--- src/core/fdi_consts.vh ---
// Purpose: Constants for the diskette drive interface logic
// Assumes: 100 MHz clock, cable signals active low except density select (high = high density)
// Notes:   Timing figures in microseconds, counts derived from them
`ifndef FDI_CONSTS_VH
`define FDI_CONSTS_VH
`define FDI_CLK_MHZ        100
`define FDI_TRK_TIME_US    3000
`define FDI_SETTLE_US      15000
`define FDI_ROT_US         166700
`define FDI_INDEX_US       200
`define FDI_PWRON_US       1000
`define FDI_NUM_UNITS      4
`define FDI_LAST_TRACK     79
`define FDI_TRACK_ZERO     7'h00
`define FDI_ACTIVE         1'b0
`define FDI_INACTIVE       1'b1
`endif

--- src/core/fdi_drive.v ---
// Purpose: Drive-side logic of a 34-way diskette drive cable interface
// Assumes: Media sensors and mechanism are simple inputs and outputs
// Notes:   Open-collector outputs as level plus output enable
`timescale 1ns/1ps
`include "fdi_consts.vh"

// Behaviour
// - Low level means asserted on every line except density select, where high means high density
// - Only the selected unit's lines are active
// - Motor low with diskette starts spindle
// - Direction high outward, low inward
// - One cylinder per step pulse
// - Falling write edge reverses head current
// - Write only while gate is low
// - Side select high side 0, low side 1
// - One index mark per rotation
// - Track zero flag low on track 00
// - Protected diskette reports and blocks writes
// - Read data pulses low from head
// - Media changed warns of removed diskette
// - Jumper picks head-load meaning of input
// - Density follows density select level
// - Own power-on reset, safe power cycles
// - Up to four drives share cable
// - Head load on input or motor, jumpered
module fdi_drive #(
  parameter integer TRK_CYC    = `FDI_TRK_TIME_US * `FDI_CLK_MHZ,
  parameter integer ROT_CYC    = `FDI_ROT_US * `FDI_CLK_MHZ,
  parameter integer INDEX_CYC  = `FDI_INDEX_US * `FDI_CLK_MHZ,
  parameter integer PWRON_CYC  = `FDI_PWRON_US * `FDI_CLK_MHZ,
  parameter [1:0]   UNIT_ID    = 2'h0,
  parameter [6:0]   LAST_TRACK = `FDI_LAST_TRACK
) (
  input  wire       clk,
  input  wire       reset_n,
  // Cable inputs, active low except density_select, where high selects high density
  input  wire [3:0] unit_select_lines_n,
  input  wire       spindle_motor_on_n,
  input  wire       head_direction,
  input  wire       step_pulse_n,
  input  wire       write_flux_n,
  input  wire       write_enable_gate_n,
  input  wire       head_side_select,
  input  wire       head_load_in_use_n,
  input  wire       density_select,
  // Cable outputs, open collector
  output reg        index_mark_o,
  output wire       index_mark_oe,
  output reg        track_zero_flag_o,
  output wire       track_zero_flag_oe,
  output reg        write_protected_flag_o,
  output wire       write_protected_flag_oe,
  output reg        read_flux_o,
  output wire       read_flux_oe,
  output reg        media_changed_flag_o,
  output wire       media_changed_flag_oe,
  // Jumpers and media sensors
  input  wire       jmp_head_load_mode,
  input  wire       jmp_load_on_motor,
  input  wire       disk_present,
  input  wire       notch_covered,
  input  wire       head_flux_pulse,
  // Mechanism controls
  output reg        spindle_on,
  output reg        head_loaded,
  output reg        head_select_side1,
  output reg        write_current_dir,
  output reg        write_active,
  output reg        high_density,
  output reg  [6:0] cylinder,
  output reg        step_busy
);

  localparam integer NIN = 10;
  // Bit map of the filtered vector f_q:
  //   0 motor request, 1 step, 2 write flux, 3 write gate,
  //   4 side, 5 density, 6 head load, 7 read flux sensor,
  //   8 protect sensor, 9 disk present
  // Everything from outside the clock is asynchronous, so each
  // bit gets three flops; the agree stage rejects a single
  // sampled glitch at the cost of one more cycle of latency.

  // Three-stage synchronisers for all cable and sensor inputs
  wire [NIN-1:0] raw_in = {disk_present, notch_covered, head_flux_pulse,
                           head_load_in_use_n, density_select,
                           head_side_select, write_enable_gate_n,
                           write_flux_n, step_pulse_n,
                           spindle_motor_on_n};
  reg [NIN-1:0] s1_q;
  reg [NIN-1:0] s2_q;
  reg [NIN-1:0] s3_q;
  reg [NIN-1:0] f_q;
  reg [3:0] sel1_q;
  reg [3:0] sel2_q;
  reg [3:0] sel3_q;
  reg       dir1_q;
  reg       dir2_q;
  reg       dir3_q;
  reg [3:0] sel_f_q;
  reg       dir_f_q;
  genvar gi;

  // All stages reset to the released level so that no false step or
  // write flux edge is seen on the first cycles after reset.
  // Filtered value moves only when stages two and three agree
  generate
    for (gi = 0; gi < NIN; gi = gi + 1) begin : g_sync
      always @(posedge clk or negedge reset_n) begin
        if (!reset_n) begin
          s1_q[gi] <= 1'b1;
          s2_q[gi] <= 1'b1;
          s3_q[gi] <= 1'b1;
          f_q[gi]  <= 1'b1;
        end else begin
          s1_q[gi] <= raw_in[gi];
          s2_q[gi] <= s1_q[gi];
          s3_q[gi] <= s2_q[gi];
          if (s2_q[gi] == s3_q[gi])
            f_q[gi] <= s3_q[gi];
        end
      end
    end
  endgenerate

  // The select bus is filtered as a word; a change on several lines
  // at once lands in one cycle, so two units never look selected.
  // Direction must be settled before the step edge reaches f_q.
  // Both registers reset to the released level as well.
  // Select lines and direction through the same three stages
  always @(posedge clk or negedge reset_n) begin
    if (!reset_n) begin
      sel1_q  <= 4'hF;
      sel2_q  <= 4'hF;
      sel3_q  <= 4'hF;
      sel_f_q <= 4'hF;
      dir1_q  <= 1'b1;
      dir2_q  <= 1'b1;
      dir3_q  <= 1'b1;
      dir_f_q <= 1'b1;
    end else begin
      sel1_q <= unit_select_lines_n;
      sel2_q <= sel1_q;
      sel3_q <= sel2_q;
      dir1_q <= head_direction;
      dir2_q <= dir1_q;
      dir3_q <= dir2_q;
      if (sel2_q == sel3_q)
        sel_f_q <= sel3_q;
      if (dir2_q == dir3_q)
        dir_f_q <= dir3_q;
    end
  end

  // Decoded requests, true when the cable line is low
  wire motor_req  = (f_q[0] == `FDI_ACTIVE);
  wire step_n     = f_q[1];
  wire wflux_n    = f_q[2];
  wire wgate      = (f_q[3] == `FDI_ACTIVE);
  wire side_sel   = f_q[4];
  wire dens       = f_q[5];
  wire hld_req    = (f_q[6] == `FDI_ACTIVE);
  wire flux_in    = f_q[7];
  wire protect    = f_q[8];
  wire present    = f_q[9];
  // This unit answers only on its own select line
  wire selected   = (sel_f_q[UNIT_ID] == `FDI_ACTIVE);

  // The counter stops once done, so it never wraps back to zero.
  // Until then no step, write or spindle start is accepted, which
  // keeps a power cycle from disturbing the recorded tracks.
  // Counter width covers the default hold with room to spare.
  // Power-on hold-off: mechanism idle until the counter expires
  reg [31:0] por_cnt_q;
  reg        por_done_q;
  always @(posedge clk or negedge reset_n) begin
    if (!reset_n) begin
      por_cnt_q  <= 32'h0;
      por_done_q <= 1'b0;
    end else if (!por_done_q) begin
      por_cnt_q <= por_cnt_q + 32'h1;
      if (por_cnt_q >= PWRON_CYC - 1)
        por_done_q <= 1'b1;
    end
  end

  // Only falling edges carry meaning on step and write flux.
  // present_prev_q starts low, but present resets high with f_q, so a
  // missing diskette at power up shows in the absence term and as a removal.
  // Each detector compares the filtered value with one cycle ago.
  // Edge detectors on filtered step and write flux
  reg step_prev_q;
  reg wflux_prev_q;
  reg present_prev_q;
  always @(posedge clk or negedge reset_n) begin
    if (!reset_n) begin
      step_prev_q    <= 1'b1;
      wflux_prev_q   <= 1'b1;
      present_prev_q <= 1'b0;
    end else begin
      step_prev_q    <= step_n;
      wflux_prev_q   <= wflux_n;
      present_prev_q <= present;
    end
  end
  wire step_fall  = step_prev_q & ~step_n;
  wire wflux_fall = wflux_prev_q & ~wflux_n;
  wire removed    = present_prev_q & ~present;

  // The spindle follows the motor line even when unselected, as
  // all units on the cable share it. Head load needs select.
  // Side and density are plain levels taken after the filter.
  // Spindle, head load, side, density
  always @(posedge clk or negedge reset_n) begin
    if (!reset_n) begin
      spindle_on        <= 1'b0;
      head_loaded       <= 1'b0;
      head_select_side1 <= 1'b0;
      high_density      <= 1'b0;
    end else begin
      spindle_on <= por_done_q & motor_req & present;
      if (jmp_load_on_motor)
        head_loaded <= por_done_q & selected & motor_req;
      else
        head_loaded <= por_done_q & selected & jmp_head_load_mode
                       & hld_req;
      if (selected)
        head_select_side1 <= ~side_sel;
      high_density <= dens;
    end
  end

  // A step inside the busy window is dropped, not queued: the
  // controller is expected to space its pulses. At the crash
  // stops the step is accepted but the cylinder stays put.
  // Direction high moves outward, toward cylinder zero.
  // Stepper: one cylinder per falling step edge, stops at the ends
  reg [31:0] trk_cnt_q;
  always @(posedge clk or negedge reset_n) begin
    if (!reset_n) begin
      cylinder  <= `FDI_TRACK_ZERO;
      step_busy <= 1'b0;
      trk_cnt_q <= 32'h0;
    end else if (step_busy) begin
      if (trk_cnt_q >= TRK_CYC - 1)
        step_busy <= 1'b0;
      trk_cnt_q <= trk_cnt_q + 32'h1;
    end else if (selected & step_fall & por_done_q) begin
      step_busy <= 1'b1;
      trk_cnt_q <= 32'h0;
      if (dir_f_q) begin
        if (cylinder != `FDI_TRACK_ZERO)
          cylinder <= cylinder - 7'h01;
      end else if (cylinder != LAST_TRACK)
        cylinder <= cylinder + 7'h01;
    end
  end

  // write_active drops in the cycle after any qualifier falls, so
  // a protect notch or a removed diskette ends a write at once.
  // The current only toggles while writing is allowed.
  // Write path: gated by select, gate and protect
  wire wr_ok = selected & wgate & ~protect & present & por_done_q;
  always @(posedge clk or negedge reset_n) begin
    if (!reset_n) begin
      write_active      <= 1'b0;
      write_current_dir <= 1'b0;
    end else begin
      write_active <= wr_ok;
      if (wr_ok & wflux_fall)
        write_current_dir <= ~write_current_dir;
    end
  end

  // The rotation counter restarts with the spindle, so the first
  // index mark follows a spin-up within one revolution.
  // The mark is asserted for INDEX_CYC cycles of every ROT_CYC.
  // Index generator, running while the spindle turns
  reg [31:0] rot_cnt_q;
  reg        index_q;
  always @(posedge clk or negedge reset_n) begin
    if (!reset_n) begin
      rot_cnt_q <= 32'h0;
      index_q   <= 1'b0;
    end else if (!spindle_on) begin
      rot_cnt_q <= 32'h0;
      index_q   <= 1'b0;
    end else begin
      if (rot_cnt_q >= ROT_CYC - 1)
        rot_cnt_q <= 32'h0;
      else
        rot_cnt_q <= rot_cnt_q + 32'h1;
      index_q <= (rot_cnt_q < INDEX_CYC);
    end
  end

  // Absence keeps the flag set, and the set term is tested first,
  // so it wins over a clearing step in the same cycle.
  // Changed flag: set on removal, cleared by a step with disk in
  reg changed_q;
  always @(posedge clk or negedge reset_n) begin
    if (!reset_n) begin
      changed_q <= 1'b1;
    end else if (removed | ~present) begin
      changed_q <= 1'b1;
    end else if (selected & step_fall) begin
      changed_q <= 1'b0;
    end
  end

  // Every cable output is registered to keep glitches off the
  // shared lines; each one is gated by select so that a second
  // drive on the cable never sees two drivers at once.
  // Cable outputs: low when asserted and selected, else released
  always @(posedge clk or negedge reset_n) begin
    if (!reset_n) begin
      index_mark_o           <= `FDI_INACTIVE;
      track_zero_flag_o      <= `FDI_INACTIVE;
      write_protected_flag_o <= `FDI_INACTIVE;
      read_flux_o            <= `FDI_INACTIVE;
      media_changed_flag_o   <= `FDI_INACTIVE;
    end else begin
      index_mark_o      <= ~(selected & index_q);
      track_zero_flag_o <= ~(selected &
                             (cylinder == `FDI_TRACK_ZERO));
      write_protected_flag_o <= ~(selected & protect);
      read_flux_o <= ~(selected & head_loaded & ~wgate
                       & flux_in);
      media_changed_flag_o <= ~(selected & changed_q);
    end
  end

  // The enable is high exactly while the level is low, giving
  // open-collector behaviour without a high-impedance value.
  // Open collector: enable only while pulling low
  assign index_mark_oe           = ~index_mark_o;
  assign track_zero_flag_oe      = ~track_zero_flag_o;
  assign write_protected_flag_oe = ~write_protected_flag_o;
  assign read_flux_oe            = ~read_flux_o;
  assign media_changed_flag_oe   = ~media_changed_flag_o;

  // Limitations: no settle timer after a seek, no speed ramp, and
  // the read flux sensor is passed through without data separation.
  // These belong to the mechanism side, outside this block.

endmodule // fdi_drive

--- config.mk ---
export PLATFORM = sky130hd
export DESIGN_NAME = fdi_drive
export DESIGN_NICKNAME = d
export VERILOG_FILES = /design/src/core/fdi_drive.v
export VERILOG_INCLUDE_DIRS = /design/src /design/src/core
export SDC_FILE = /design/constraint.sdc
export NUM_CORES = 1
export LEC_CHECK = 0
export BUFFER_PORTS_ARGS = -buffer_cell sky130_fd_sc_hd__clkbuf_2
export CAP_MARGIN = 20
export CORE_MARGIN = 2
export CORE_UTILIZATION = 60
export DETAILED_ROUTE_END_ITERATION = 7
export PLACE_DENSITY = 0.89
export SLEW_MARGIN = 20
export SYNTH_ARGS = -nofsm -noshare
export SYNTH_HDL_FRONTEND = slang
export SYNTH_SLANG_ARGS = --single-unit
--- constraint.sdc ---
create_clock -name clk -period 2.4 [get_ports clk]
set_input_delay 0.72 -clock clk [delete_from_list [all_inputs] [get_ports clk]]
set_output_delay 0.72 -clock clk [all_outputs]
set_load 0.005 [all_outputs]
==> flow_summary.toml <==
[yosys]
synth_xor_area_share_pct = 7.42
synth_fa_ha_area_share_pct = 3.14
synth-simple-area-share_pct = 17.6
synth_edf_count = 0
synthCells = 618
synth_area_sq_um = 7320
synthArstFlopShare_pct = 100
ys_seq_area_share_pct = 61.6
syn_avg_cell_area_sq_um = 11.8
synthDistinctLibCells = 54
synth_compound_area_share_pct = 6.29
ys.flop_type = "dfrtp_1"
muxShareOfSynthArea_pct = 2.22
ys_warn_count = 0
synth_top_family_by_area = "simple AND/OR/NAND/NOR gates"
synth-seq-cells = 177

[drt]
drc = 0
vias = 4971
ant_nets = 0
wl_mm = 14.1
dr.pass1.iters = 5
drt-wirelength-per-cell_microns = 16.8
drt_iter0_markers = 377
via_per_inst = 5.90

[clock_tree]
postCtsSetupBuffers = 0
post_cts_resize_count = 0
hold_buffers = 0
worstSkewPairLatency_ps = 440
clockRootBuffer = "clkbuf_16"
cts_tree = "built"
cts_buffers = 17
clockBufferDepth = 2
clk_pin_slew_worst_paths_ps = 70
htree_num_levels = 4
cts.sinks = 177

[global_routing]
grt_pass1_wl_mm = 24.2
gr-usage-all-layers_pct = 23.9
gr-total-overflow = 0
first_global_vias = 5024
grt_max_degree = 57
antenna_found_initial = 0

[finish]
antennaDiodeCount = 0
syn_to_final_growth_pct = 14.3
final_common_cell = "dfrtp_1"
finalNonFillerCells = 842
nFillCells = 799
final_layout_size_suffix_gt1_share_pct = 23.0
fin_nets = 710
final_cell_mix = "dfrtp_1, dfstp_2, nand2_1, clkbuf_2, nand3_1"

[setup_path]
worst-path-buf-inv = 0
slowest_stage = "nor4_1"
path_delay_family = "simple AND/OR/NAND/NOR gates"
worstPathMaxFanout = 4
crit_path_start_kind = "register"
worst-endpoint-required_ps = 2720
path_class = "register to register"
worstPathArrival_ps = 2530
critPathCaptureType = "register"
cpMostUsedCell = "nand2_1"
cpPeakStageDelay_ps = 600
crit_chain = "ha_1 -> nor2b_1 -> nand2_1 -> nor4_1 -> nand2_1 -> xnor2_1"

[timing]
drv_slew = 0
skew_ps = 10.6
max_freq_mhz = 453
worst_pin_slew_ps = 865
rsz0062_at_grt = "false"
finalCriticalPeriod_ps = 2210
final_hold_viol_count = 0
period_share_pct = 92.0
relSlewSlack_pct = 41.9
tns_ps = 0
setup_viol = 0

[floorplanning]
die_w_microns = 114
die_y_microns = 114
num_rows = 40
start_util_pct = 61.2
pin_count = 43
die_area_sq_um = 13100
coreArea_sq_um = 12000

[run_status]
status = "complete, no violations"

[placement]
hpwl_mm = 9.24
gp_congestion = 0.913
port_buffers = 42
placed_cells = 810

[pwr]
p_leak_nw = 3.74
vdd_drop_max_mv = 0.663
power.density_nw_per_um2 = 722
totalPowerFinal_mw = 6.04

[job]
max_cap_violations = 0

[hold_path]
hp-class = "input pin to async pin"
-- cell families after synthesis --
family,count (synthesis)
flip-flops,177
multiplexers,16
buffers and inverters,29
AO/OA/AOI/OAI,67
adder cells (fa/ha/maj),20
XOR/XNOR,62
other,1
AND/OR/NAND/NOR,246
-- synth_stat cells, drive strengths merged, types with 2 or more instances --
| master | n | area share [%] |
|---|---|---|
| dfstp | 65 | 23 |
| a21o | 2 | 0.20 |
| nor3b | 2 | 0.20 |
| o21a | 2 | 0.20 |
| dfrtp | 112 | 38 |
| nor4 | 17 | 1.5 |
| a22o | 2 | 0.24 |
| xnor2 | 29 | 3.5 |
| nand4 | 22 | 2.1 |
| xor2 | 33 | 3.9 |
| and4 | 5 | 0.62 |
| nand4b | 3 | 0.36 |
| ha | 8 | 1.4 |
| o31ai | 9 | 1.1 |
| inv | 15 | 0.77 |
| clkbuf | 11 | 0.58 |
| a21oi | 9 | 0.62 |
| mux2 | 2 | 0.31 |
| nor3 | 16 | 1.1 |
| nor4b | 3 | 0.36 |
| or4 | 2 | 0.20 |
| o21ai | 23 | 1.6 |
| and3 | 20 | 1.7 |
| nor2 | 36 | 1.8 |
| a31oi | 2 | 0.17 |
| nand3 | 38 | 2.6 |
| a211oi | 2 | 0.20 |
| or3 | 4 | 0.34 |
| o311ai | 2 | 0.24 |
| nand2b | 3 | 0.26 |
| mux2i | 14 | 1.9 |
| nand3b | 2 | 0.20 |
| nor2b | 7 | 0.60 |
| buf | 3 | 0.29 |
| maj3 | 11 | 1.5 |
| o211ai | 10 | 1.2 |
| nand2 | 62 | 3.2 |
-- per-layer routing --
metal / vias to the layer above / track usage [%] / routed length, microns
met5: - / 0 / 0
met4: 0 / 10.3 / 348
met3: 33 / 5.93 / 641
met2: 165 / 39.4 / 7140
met1: 2466 / 30.4 / 6000
li1: 2307 / - / -
-- metrics by stage --
stage | utilization [%] | hold slack, ps | setup WS [ps] | instance area, sq um
after floorplan | - | 345 | 453 | 7350
after global placement | 65.1 | 346 | 386 | 7790
after detailed placement | 65.1 | 347 | 306 | 7790
after CTS | 70.0 | 264 | 243 | 8370
after global routing | 70.0 | 279 | 50.6 | 8370
final | 70.0 | 240 | 193 | 8370
-- state kept, by name, indices dropped and copies added (netlist names), 3 cells and up --
name       flops
trk_cnt_q     32
sel3_q         4
sel2_q         4
s1_q          10
s3_q          10
cylinder       7
s2_q          10
f_q            3
rot_cnt_q     32
por_cnt_q     32
sel1_q         4
-- report_power, final --
group / internal [mW] / switching [mW] / total [mW]
Sequential: 3.12 / 0.0486 / 3.17
Clock: 1.55 / 1.15 / 2.70
Combinational: 0.0677 / 0.107 / 0.175
Total: 4.74 / 1.30 / 6.04
-- worst paths after layout --
kind                                                from                         to  slack (ps)  depth (start not counted)
worst min register to register         s1_q[4]$_DFF_PN1_          s2_q[4]$_DFF_PN1_         350                          0
max in group asynchronous                        reset_n           dir2_q$_DFF_PN1_        1440                          2
min in group clk                       s1_q[4]$_DFF_PN1_          s2_q[4]$_DFF_PN1_         350                          0
worst max-delay path            por_cnt_q[0]$_DFFE_PN0N_  por_cnt_q[26]$_DFFE_PN0N_         190                          6
worst max register to register  por_cnt_q[0]$_DFFE_PN0N_  por_cnt_q[26]$_DFFE_PN0N_         190                          6
worst min-delay path                             reset_n  por_cnt_q[10]$_DFFE_PN0N_         240                          1
-- final cells by class --
cell class | instances | area (sq um) | area share (%)
Timing Repair Buffer | 52 | 317 | 3.78
Sequential cell | 177 | 4510 | 53.9
Tap cell | 147 | 184 | 2.20
Clock inverter | 10 | 100 | 1.20
Clock buffer | 22 | 485 | 5.80
Multi-Input combinational cell | 419 | 2720 | 32.5
Inverter | 15 | 56.3 | 0.673
No activity file was read; power rests on OpenSTA's default activity.
